===== config.mk =====
export PLATFORM = sky130hd
export DESIGN_NAME = ptw_pot_slave
export DESIGN_NICKNAME = d
export VERILOG_FILES = /design/src/design/ptw_pkg.sv /design/src/design/ptw_pot_slave.sv
export SDC_FILE = /design/constraint.sdc
export NUM_CORES = 2
export LEC_CHECK = 0
export ABC_AREA = 1
export BUFFER_PORTS_ARGS = -buffer_cell sky130_fd_sc_hd__buf_2
export CAP_MARGIN = 25
export CORE_AREA = 3 3 400 402
export DETAILED_ROUTE_END_ITERATION = 8
export DIE_AREA = 0 0 403 405
export SLEW_MARGIN = 20
export SYNTH_ARGS = -nofsm -noshare
export SYNTH_HDL_FRONTEND = slang
export SYNTH_HIERARCHICAL = 1
export SYNTH_SLANG_ARGS = --single-unit

===== constraint.sdc =====
create_clock -name clk -period 2.98 [get_ports clk]
set_input_delay 0.447 -clock clk [delete_from_list [all_inputs] [get_ports clk]]
set_output_delay 0.447 -clock clk [all_outputs]
set_load 0.02 [all_outputs]

===== src/design/ptw_pkg.sv =====
// constants and types of the two-wire potentiometer command slave
package ptw_pkg;

   // potentiometer geometry
   localparam int VAL_WIDTH = 10;
   localparam int TAP_COUNT = 1024;
   localparam int SETTING_COUNT = 4;
   localparam logic [9:0] STORED_RESET = 10'h000;

   // clock and nonvolatile write timing
   localparam int CLK_PERIOD_NS = 40;
   localparam int NV_WRITE_TIME_US = 5000;
   localparam int NV_WRITE_MAX_US = 10000;
   localparam int NV_WRITE_CYCLES = NV_WRITE_TIME_US * 1000 / CLK_PERIOD_NS;
   localparam int NV_WRITE_MAX_CYCLES = NV_WRITE_MAX_US * 1000 / CLK_PERIOD_NS;
   localparam int NV_CNT_WIDTH = 18;

   // byte framing on the bus
   localparam logic [3:0] BITS_PER_BYTE = 4'h8;
   localparam logic [2:0] LAST_DATA_BYTE = 3'h3;

   // instruction opcodes, upper three bits of the instruction byte
   localparam logic [2:0] OPC_WIPER_RD = 3'h4;
   localparam logic [2:0] OPC_WIPER_WR = 3'h5;
   localparam logic [2:0] OPC_STORED = 3'h6;
   localparam logic [2:0] OPC_SAVE = 3'h7;

   // command word carried through the buffer
   localparam int CMD_WIDTH = 14;
   localparam int CMD_KIND_LSB = 12;
   localparam int CMD_SEL_LSB = 10;
   localparam int FIFO_DEPTH = 16;

   typedef enum logic [1:0] {
      CMD_WR_WIPER   = 2'b00,
      CMD_WR_STORED  = 2'b01,
      CMD_LOAD_WIPER = 2'b10,
      CMD_SAVE_WIPER = 2'b11
   } ptw_cmd_type;

   typedef enum logic [2:0] {
      ST_IDLE = 3'b000,
      ST_RECV = 3'b001,
      ST_ACK  = 3'b010,
      ST_SEND = 3'b011,
      ST_MACK = 3'b100
   } ptw_state_type;

endpackage


===== src/design/ptw_pot_slave.sv =====
// two-wire command slave, command buffer and wiper tap decoder
//
// Notes on behaviour
// - the ten wiper bits select exactly one of 1024 tap switches.
// - tap selection is one-hot at all times.
// - SDA changes only while SCL is low, except start and stop.
// - bus traffic is ignored until a start condition is seen.
// - start is SDA falling while SCL high; the slave detects it.
// - stop is SDA rising while SCL high; the slave detects it.
// - after eight bits the sender releases SDA; receiver acks on ninth clock.
// - ack the matching address byte, the instruction byte and data bytes.
// - stop after a nonvolatile write starts it; inputs ignored until done.
// - no address ack during an internal write; master may poll.
// - identification byte carries the device type nibble then a zero bit.
// - both slave-select bits must equal the two strap inputs.
// - identification bit zero gives direction, one read, zero write.
// - instruction byte: opcode, zero, two select bits, two zeros.
// - select bits 00..11 choose stored setting zero to three.
// - read, opcode 100, select zero returns the wiper position.
// - write, opcode 101, select zero loads the wiper position.
// - read, opcode 101 returns the selected stored setting.
// - write, opcode 110 writes the selected stored setting, nonvolatile.
// - read, opcode 110 copies the selected stored setting to the wiper.
// - write, opcode 111 copies the wiper into the selected setting.
// - sample SDA on rising SCL, shift out after falling SCL.
// - write protect low blocks every nonvolatile write.
// - after power-up stored setting zero is loaded into the wiper.
// - a nonvolatile write finishes within 10 ms.
`timescale 1ns/1ns
`default_nettype none

////////////////////////////////////////////////////////////////////////////////
module ptw_cmd_fifo #(
   parameter int WIDTH = ptw_pkg::CMD_WIDTH,
   parameter int DEPTH = ptw_pkg::FIFO_DEPTH
) (
   input  wire logic             clk,
   input  wire logic             rst_b,
   input  wire logic             in_valid,
   output logic                  in_ready,
   input  wire logic [WIDTH-1:0] in_data,
   output logic                  out_valid,
   input  wire logic             out_ready,
   output logic      [WIDTH-1:0] out_data
);
   localparam int AW = $clog2(DEPTH);

   typedef struct packed {
      logic [DEPTH-1:0][WIDTH-1:0] mem;
      logic [AW-1:0]               wr_ptr;
      logic [AW-1:0]               rd_ptr;
      logic [AW:0]                 count;
   } ptw_fifo_state_type;

   ptw_fifo_state_type st_reg;
   ptw_fifo_state_type st_next;
   logic               push;
   logic               pop;

   assign in_ready = st_reg.count != (AW + 1)'(DEPTH);
   assign out_valid = st_reg.count != '0;
   assign out_data = st_reg.mem[st_reg.rd_ptr];
   assign push = in_valid && in_ready;
   assign pop = out_valid && out_ready;

   always_comb begin
      st_next = st_reg;
      if (push) begin
         st_next.mem[st_reg.wr_ptr] = in_data;
         st_next.wr_ptr = st_reg.wr_ptr + 1'b1;
      end
      if (pop) begin
         st_next.rd_ptr = st_reg.rd_ptr + 1'b1;
      end
      st_next.count = st_reg.count + (AW + 1)'(push) - (AW + 1)'(pop);
   end

   always_ff @(posedge clk or negedge rst_b) begin
      if (!rst_b) begin
         st_reg <= '0;
      end else begin
         st_reg <= st_next;
      end
   end
endmodule // ptw_cmd_fifo

////////////////////////////////////////////////////////////////////////////////
module ptw_pot_slave #(
   parameter logic [3:0]  DEVICE_TYPE = 4'hA, // arbitrary value
   parameter int unsigned NV_WRITE_CYCLES = ptw_pkg::NV_WRITE_CYCLES
) (
   input  wire logic          clk,
   input  wire logic          rst_b,
   input  wire logic          scl_in,
   input  wire logic          sda_in,
   output logic               sda_out,
   output logic               sda_oe,
   input  wire logic          addr_strap_hi,
   input  wire logic          addr_strap_lo,
   input  wire logic          write_protect_b,
   output logic [9:0]         wiper_position_bits,
   output logic [1023:0]      tap_select,
   output logic               nv_busy
);
   typedef struct packed {
      logic                                scl_s1;
      logic                                scl_s2;
      logic                                scl_d;
      logic                                sda_s1;
      logic                                sda_s2;
      logic                                sda_d;
      logic                                wp_s1;
      logic                                wp_s2;
      logic [1:0]                          strap_s1;
      logic [1:0]                          strap_s2;
      ptw_pkg::ptw_state_type              state;
      logic [3:0]                          bit_cnt;
      logic [2:0]                          byte_cnt;
      logic [7:0]                          shift;
      logic                                is_read;
      logic                                sends;
      ptw_pkg::ptw_cmd_type                kind;
      logic [1:0]                          sel;
      logic [1:0]                          data_hi;
      logic [9:0]                          rd_val;
      logic [9:0]                          cmd_val;
      logic                                mack_ok;
      logic                                pending;
      logic                                sda_out;
      logic                                sda_oe;
      logic [3:0][9:0]                     stored;
      logic [9:0]                          wiper;
      logic                                recall_done;
      logic                                busy;
      logic [ptw_pkg::NV_CNT_WIDTH-1:0]    nv_cnt;
      logic [1023:0]                       tap;
   } ptw_top_state_type;

   ptw_top_state_type                st;
   ptw_top_state_type                st_next;
   logic                             scl_rise;
   logic                             scl_fall;
   logic                             start_evt;
   logic                             stop_evt;
   logic                             fifo_push;
   logic                             fifo_in_ready;
   logic                             fifo_out_valid;
   logic                             fifo_out_ready;
   logic [ptw_pkg::CMD_WIDTH-1:0]    fifo_in_data;
   logic [ptw_pkg::CMD_WIDTH-1:0]    fifo_out_data;
   ptw_pkg::ptw_cmd_type             pop_kind;
   logic [1:0]                       pop_sel;
   logic [9:0]                       pop_val;

   assign sda_out = st.sda_out;
   assign sda_oe = st.sda_oe;
   assign wiper_position_bits = st.wiper;
   assign tap_select = st.tap;
   assign nv_busy = st.busy;

   // bus events, seen only on the second synchroniser stage and its delay
   assign scl_rise = st.scl_s2 && !st.scl_d;
   assign scl_fall = !st.scl_s2 && st.scl_d;
   assign start_evt = st.scl_s2 && st.scl_d && st.sda_d && !st.sda_s2;
   assign stop_evt = st.scl_s2 && st.scl_d && !st.sda_d && st.sda_s2;

   assign fifo_in_data = {st.kind, st.sel, st.cmd_val};
   assign fifo_out_ready = !st.busy && st.recall_done;
   assign pop_kind = ptw_pkg::ptw_cmd_type'(fifo_out_data[ptw_pkg::CMD_KIND_LSB +: 2]);
   assign pop_sel = fifo_out_data[ptw_pkg::CMD_SEL_LSB +: 2];
   assign pop_val = fifo_out_data[ptw_pkg::VAL_WIDTH-1:0];

   ptw_cmd_fifo #(
      .WIDTH (ptw_pkg::CMD_WIDTH),
      .DEPTH (ptw_pkg::FIFO_DEPTH)
   ) u_cmd_fifo (
      .clk       (clk),
      .rst_b     (rst_b),
      .in_valid  (fifo_push),
      .in_ready  (fifo_in_ready),
      .in_data   (fifo_in_data),
      .out_valid (fifo_out_valid),
      .out_ready (fifo_out_ready),
      .out_data  (fifo_out_data)
   );

   ////////////////////////////////////////////////////////////////////////////
   always_comb begin
      logic       accept;
      logic       legal;
      logic [2:0] op;
      logic [7:0] load;
      accept = 1'b0;
      legal = 1'b0;
      op = st.shift[7:5];
      load = '0;
      st_next = st;
      fifo_push = 1'b0;

      st_next.scl_s1 = scl_in;
      st_next.scl_s2 = st.scl_s1;
      st_next.scl_d = st.scl_s2;
      st_next.sda_s1 = sda_in;
      st_next.sda_s2 = st.sda_s1;
      st_next.sda_d = st.sda_s2;
      st_next.wp_s1 = write_protect_b;
      st_next.wp_s2 = st.wp_s1;
      st_next.strap_s1 = {addr_strap_hi, addr_strap_lo};
      st_next.strap_s2 = st.strap_s1;

      // instruction legality against direction
      if (st.is_read) begin
         legal = (op == ptw_pkg::OPC_WIPER_RD && st.shift[3:2] == 2'b00)
            || op == ptw_pkg::OPC_WIPER_WR || op == ptw_pkg::OPC_STORED;
      end else begin
         legal = (op == ptw_pkg::OPC_WIPER_WR && st.shift[3:2] == 2'b00)
            || op == ptw_pkg::OPC_STORED || op == ptw_pkg::OPC_SAVE;
      end
      legal = legal && !st.shift[4] && st.shift[1:0] == 2'b00;

      unique case (st.byte_cnt)
         3'h0: accept = st.shift[7:4] == DEVICE_TYPE && !st.shift[3]
            && st.shift[2:1] == st.strap_s2
            && !st.busy && fifo_in_ready;
         3'h1: accept = legal;
         3'h2, 3'h3: accept = !st.is_read && (st.kind == ptw_pkg::CMD_WR_WIPER
            || st.kind == ptw_pkg::CMD_WR_STORED);
         default: accept = 1'b0;
      endcase

      if (start_evt) begin
         st_next.state = ptw_pkg::ST_RECV;
         st_next.bit_cnt = '0;
         st_next.byte_cnt = '0;
         st_next.sda_oe = 1'b0;
         st_next.pending = 1'b0;
      end else if (stop_evt) begin
         fifo_push = st.pending;
         st_next.pending = 1'b0;
         st_next.state = ptw_pkg::ST_IDLE;
         st_next.sda_oe = 1'b0;
      end else begin
         unique case (st.state)
            ptw_pkg::ST_IDLE: begin
            end
            ptw_pkg::ST_RECV: begin
               if (scl_rise) begin
                  st_next.shift = {st.shift[6:0], st.sda_s2};
                  st_next.bit_cnt = st.bit_cnt + 4'h1;
               end else if (scl_fall && st.bit_cnt == ptw_pkg::BITS_PER_BYTE) begin
                  st_next.bit_cnt = '0;
                  if (accept) begin
                     st_next.sda_oe = 1'b1;
                     st_next.state = ptw_pkg::ST_ACK;
                  end else begin
                     st_next.state = ptw_pkg::ST_IDLE;
                  end
                  unique case (st.byte_cnt)
                     3'h0: st_next.is_read = st.shift[0];
                     3'h1: begin
                        st_next.sel = st.shift[3:2];
                        st_next.sends = st.is_read && op != ptw_pkg::OPC_STORED;
                        st_next.rd_val = (op == ptw_pkg::OPC_WIPER_RD) ? st.wiper
                           : st.stored[st.shift[3:2]];
                        if (op == ptw_pkg::OPC_WIPER_WR) begin
                           st_next.kind = ptw_pkg::CMD_WR_WIPER;
                        end else if (op == ptw_pkg::OPC_STORED) begin
                           st_next.kind = st.is_read ? ptw_pkg::CMD_LOAD_WIPER
                              : ptw_pkg::CMD_WR_STORED;
                        end else begin
                           st_next.kind = ptw_pkg::CMD_SAVE_WIPER;
                        end
                        st_next.pending = accept && ((st.is_read && op == ptw_pkg::OPC_STORED)
                           || (!st.is_read && op == ptw_pkg::OPC_SAVE));
                     end
                     3'h2: st_next.data_hi = st.shift[1:0];
                     3'h3: begin
                        st_next.cmd_val = {st.data_hi, st.shift};
                        st_next.pending = accept;
                     end
                     default: begin
                     end
                  endcase
               end
            end
            ptw_pkg::ST_ACK: begin
               if (scl_fall) begin
                  st_next.sda_oe = 1'b0;
                  st_next.byte_cnt = (st.byte_cnt == 3'h4) ? st.byte_cnt : st.byte_cnt + 3'h1;
                  if (st.sends && st.byte_cnt == 3'h1) begin
                     load = {6'h00, st.rd_val[9:8]};
                     st_next.sda_oe = !load[7];
                     st_next.shift = {load[6:0], 1'b0};
                     st_next.state = ptw_pkg::ST_SEND;
                  end else begin
                     st_next.state = ptw_pkg::ST_RECV;
                  end
               end
            end
            ptw_pkg::ST_SEND: begin
               if (scl_rise) begin
                  st_next.bit_cnt = st.bit_cnt + 4'h1;
               end else if (scl_fall) begin
                  if (st.bit_cnt == ptw_pkg::BITS_PER_BYTE) begin
                     st_next.sda_oe = 1'b0;
                     st_next.bit_cnt = '0;
                     st_next.state = ptw_pkg::ST_MACK;
                  end else begin
                     st_next.sda_oe = !st.shift[7];
                     st_next.shift = {st.shift[6:0], 1'b0};
                  end
               end
            end
            ptw_pkg::ST_MACK: begin
               if (scl_rise) begin
                  st_next.mack_ok = !st.sda_s2;
               end else if (scl_fall) begin
                  if (st.mack_ok && st.byte_cnt == 3'h2) begin
                     load = st.rd_val[7:0];
                     st_next.sda_oe = !load[7];
                     st_next.shift = {load[6:0], 1'b0};
                     st_next.byte_cnt = ptw_pkg::LAST_DATA_BYTE;
                     st_next.state = ptw_pkg::ST_SEND;
                  end else begin
                     st_next.state = ptw_pkg::ST_IDLE;
                  end
               end
            end
            default: st_next.state = ptw_pkg::ST_IDLE;
         endcase
      end

      // command execution and nonvolatile write timing
      if (st.busy) begin
         if (st.nv_cnt == '0) begin
            st_next.busy = 1'b0;
         end else begin
            st_next.nv_cnt = st.nv_cnt - 1'b1;
         end
      end
      if (!st.recall_done) begin
         st_next.wiper = st.stored[0];
         st_next.recall_done = 1'b1;
      end else if (fifo_out_valid && fifo_out_ready) begin
         unique case (pop_kind)
            ptw_pkg::CMD_WR_WIPER: st_next.wiper = pop_val;
            ptw_pkg::CMD_LOAD_WIPER: st_next.wiper = st.stored[pop_sel];
            ptw_pkg::CMD_WR_STORED, ptw_pkg::CMD_SAVE_WIPER: begin
               if (st.wp_s2) begin
                  st_next.stored[pop_sel] = (pop_kind == ptw_pkg::CMD_WR_STORED)
                     ? pop_val : st.wiper;
                  st_next.busy = 1'b1;
                  st_next.nv_cnt = ptw_pkg::NV_CNT_WIDTH'(NV_WRITE_CYCLES - 1);
               end
            end
         endcase
      end

      st_next.tap = '0;
      st_next.tap[st_next.wiper] = 1'b1;
   end

   always_ff @(posedge clk or negedge rst_b) begin
      if (!rst_b) begin
         st <= '0;
         st.stored <= {ptw_pkg::SETTING_COUNT{ptw_pkg::STORED_RESET}};
         // idle bus level, so no false edge after reset
         st.scl_s1 <= 1'b1;
         st.scl_s2 <= 1'b1;
         st.scl_d <= 1'b1;
         st.sda_s1 <= 1'b1;
         st.sda_s2 <= 1'b1;
         st.sda_d <= 1'b1;
         // wiper resets to zero, so tap zero is on
         st.tap[0] <= 1'b1;
      end else begin
         st <= st_next;
      end
   end
endmodule // ptw_pot_slave

`default_nettype wire


==> summary.md <==
| Metric | Value |
|---|---|
| CP Class | flip-flop to flip-flop |
| DP Wirelength | 136000 um |
| RSZ-0062 raised after global routing | true |
| Final setup viols | 985 |
| Pleak | 36.4 nW |
| Synth Area in XOR/XNOR | 0.00256 |
| Detail Route met3 WL | 15200 um |
| Required @ worst endpoint | 3670 ps |
| Commonest cells post-synth | dfrtp_1, nor2_1, buf_4 |
| Worst Skew | ~54 ps |
| Root buf cell | clkbuf_16 |
| WL met2 | 97700 um |
| GPL Wtd Cong | 0.896 |
| CTS buffer count | around 150 |
| Final hold slack | 174 ps |
| Simple logic cell fraction of the synthesized area | 0.170 |
| F_max | 0.313 GHz |
| First-pass GRT wire length | about 280000 um |
| Final Max Slew Viols | 0 |
| Post-synthesis compound-gate area fraction | 0.0430 |
| Fin. Hold Viols | 0 |
| Largest area contributor in the netlist | dfrtp_1 |
| Clk_lat worst skew | 780 ps |
| PwrDens | 589 mW/mm^2 |
| Post-synth EDFFs | 0 |
| Layout overhead on the synthesized area | 18.5% |
| Syn Std Cell Area | 0.0582 sq mm |
| Die height | 405 um |
| Worst-case clock buffer depth | 3 |
| # IOs | 1044 |
| Post-synthesis sequential area ratio | 0.599 |
| Synth async-reset ratio | 1.00 |
| Post-Syn Nets | 5938 |
| Top-count cell post-synth | dfrtp_1 |
| Crit share post-route | 1.07 |
| Vias in the first global route | 39300 |
| CTS tree | built |
| Mapped Cells | 5907 |
| Area of the multi-input gates | 0.0138 sq mm |
| Synth area leaders | dfrtp_1, buf_4, nor2_1 |
| Post-synth cell types | 50 |
| Highest Signal Layer | met5 |
| Die width | 403 um |
| Worst-margin pin slew | 950 ps |
| Fillers | approximately 15000 |
| Slew headroom | 0.367 |
| Vias per cell | 4.79 |
| # H-tree levels | 4 |
| Gr usage total | 0.240 |
| Clk sinks | 1392 |
| Peak supply drop | 0.000519 V |
| Clk slew on worst S/H paths | around 60 ps |
| Ys Warns | 6 |
| Post-DRT Antenna Nets | 0 |
| Worst setup EP type | flip-flop |
| Hold Path Class | input port to async pin |
| Layout cells sized above 1 | 0.330 |
| Startpoint Class | flip-flop |
| Vias | between 40000 and 50000 |
| Die area | 0.163 sq mm |
| Post-route DRC | 0 |
| Total Power | roughly 0.041 W |
| TritonRoute pass-1 iters | 5 |
| Ys flop type | dfrtp_1 |
| Max FFs per register | 1024 |
| Total wire length | ~200000 um |
| Fin worst setup slack | -217 ps |
| Initial Utilization | 0.372 |
| Status | finished, violations left |
| Largest family of logic cells by synthesized area | buffers and inverters |
| Register Area | 0.0348 sq mm |
| CP max FO | 22 |
| Mapped Avg Cell Area | 9.85 sq um |
| Flops & latches, synth | 1392 |
| DRT met1 WL | 80800 um |
| Max Cap Viol | 0 |
| Violated checks | negative setup slack |
| IO buf count | roughly 1000 |
| CP Data Arrival Time | 3890 ps |
| Initial antenna violation count | 13 |
| Grt ovf | 0 |
| WL per Instance | 24.3 um |
| Top-area cell type share of the netlist area | 0.596 |
| Fin nets | between 6000 and 7000 |
| Largest net degree at the start of global routing | 95 |
| Post-synthesis adder-cell area fraction | 0.00529 |
| Core area | 0.156 sq mm |
| Pre-CTS WS | -619 ps |
| Fin crit period | 3200 ps |
| Mux contribution to synthesized area | 0.000387 |
| DR iter-0 viols | about 3800 |
| Cell Rows | 145 |
-- cell usage in the layout, fill, tap and decap left out, drive strengths merged, types with 2 or more instances in the layout --
cell         Yosys  layout
a21oi           48      48
a31oi           19      19
buf           1228    1481
bufbuf           0       3
bufinv           0      10
clkbuf         115     215
clkinv           0      34
clkinvlp         0       5
conb             2       2
dfrtp         1385    1385
dfstp            7       7
diode            0       2
dlygate4sd3      0       6
ha              23      23
inv            309     320
mux2             2       2
nand2          971     971
nand3          231     231
nand4           11      11
nor2          1178    1178
nor3            11      11
nor4             7       7
o2111ai          2       2
o211ai          15      15
o21ai          314     314
o221ai           2       2
o22ai            5       5
xnor2            6       6
xor2            11      11
-- worst max-delay path, cell delays in order (launching register included) --
cell	delay [ps]
dfrtp_4	540
inv_8	90
buf_12	100
buf_16	110
nand2_1	50
nand3_1	70
nand2_1	70
nor2_2	140
nand2_1	90
nand2_2	110
inv_2	70
nor2_4	150
buf_6	140
buf_16	110
nand2_1	50
nand2_1	50
nand2_1	50
nand2_2	70
nand2_4	100
nor2_4	160
buf_12	140
buf_12	120
nand3_2	100
buf_12	180
nor2_1	190
-- layer usage --
| layer | up-vias | global-route usage |
|---|---|---|
| li1 | 17700 | - |
| met1 | 20200 | 0.306 |
| met2 | 1871 | 0.393 |
| met3 | 406 | 0.0559 |
| met4 | 10 | 0.106 |
| met5 | - | 0 |
-- cell type report --
class / count / share of cell area
multi-input combinational: 2863 / 0.200
clock buffer: 210 / 0.0623
sequential: 1392 / 0.506
tap: 2058 / 0.0374
antenna: 2 / 0.0000726
clock inverter: 60 / 0.0111
timing repair buffer: 1495 / 0.167
inverter: 309 / 0.0174
-- path summary, 6_finish.rpt --
path	to	start	slack [ps]	cells past startpoint
hold reg to reg	st[1148]	st[1149]	340	0
setup / recovery	tap_select[910]	u_cmd_fifo/st_reg[5]	-220	24
max in group asynchronous	tap_select[318]	rst_b	1570	4
hold / removal	tap_select[744]	rst_b	170	2
setup reg to reg	tap_select[910]	u_cmd_fifo/st_reg[5]	-220	24
min in group clk	st[1152]	sda_in	320	2
-- cell families after synthesis --
logic type | after synthesis
simple gates | 2411
buf+inv | 1652
flops | 1392
compound gates | 407
fa+ha+maj | 24
xor+xnor | 17
other cells | 2
mux | 2
-- through the flow --
stage | std cells | cell area (sq um) | util | TNS, ps
after floorplan | 5907 | 58200 | - | 0
after global placement | 8022 | 61300 | 0.392 | -244690
after detailed placement | 8022 | 61300 | 0.392 | -252940
after CTS | 8375 | 68400 | 0.437 | -47350
after global routing | 8389 | 68900 | 0.441 | -228910
final | 8389 | 68900 | 0.441 | -87670
-- report_power, final --
group          switching [W]  internal [W]  total, W
sequential          0.000122        0.0190    0.0191
combinational        0.00167      0.000733   0.00240
clock                0.00798        0.0110    0.0190
-- timing repair --
action                                  4_1_cts  5_1_grt
gates resized for setup                     192       83
endpoints found under the setup margin     1024     1024
endpoints found under the hold margin        73        0
pin swaps                                    41       13
hold buffers                                  6        0
buffers inserted                             51        7
gates cloned                                 28        5
(Power assumes the default switching activity.)
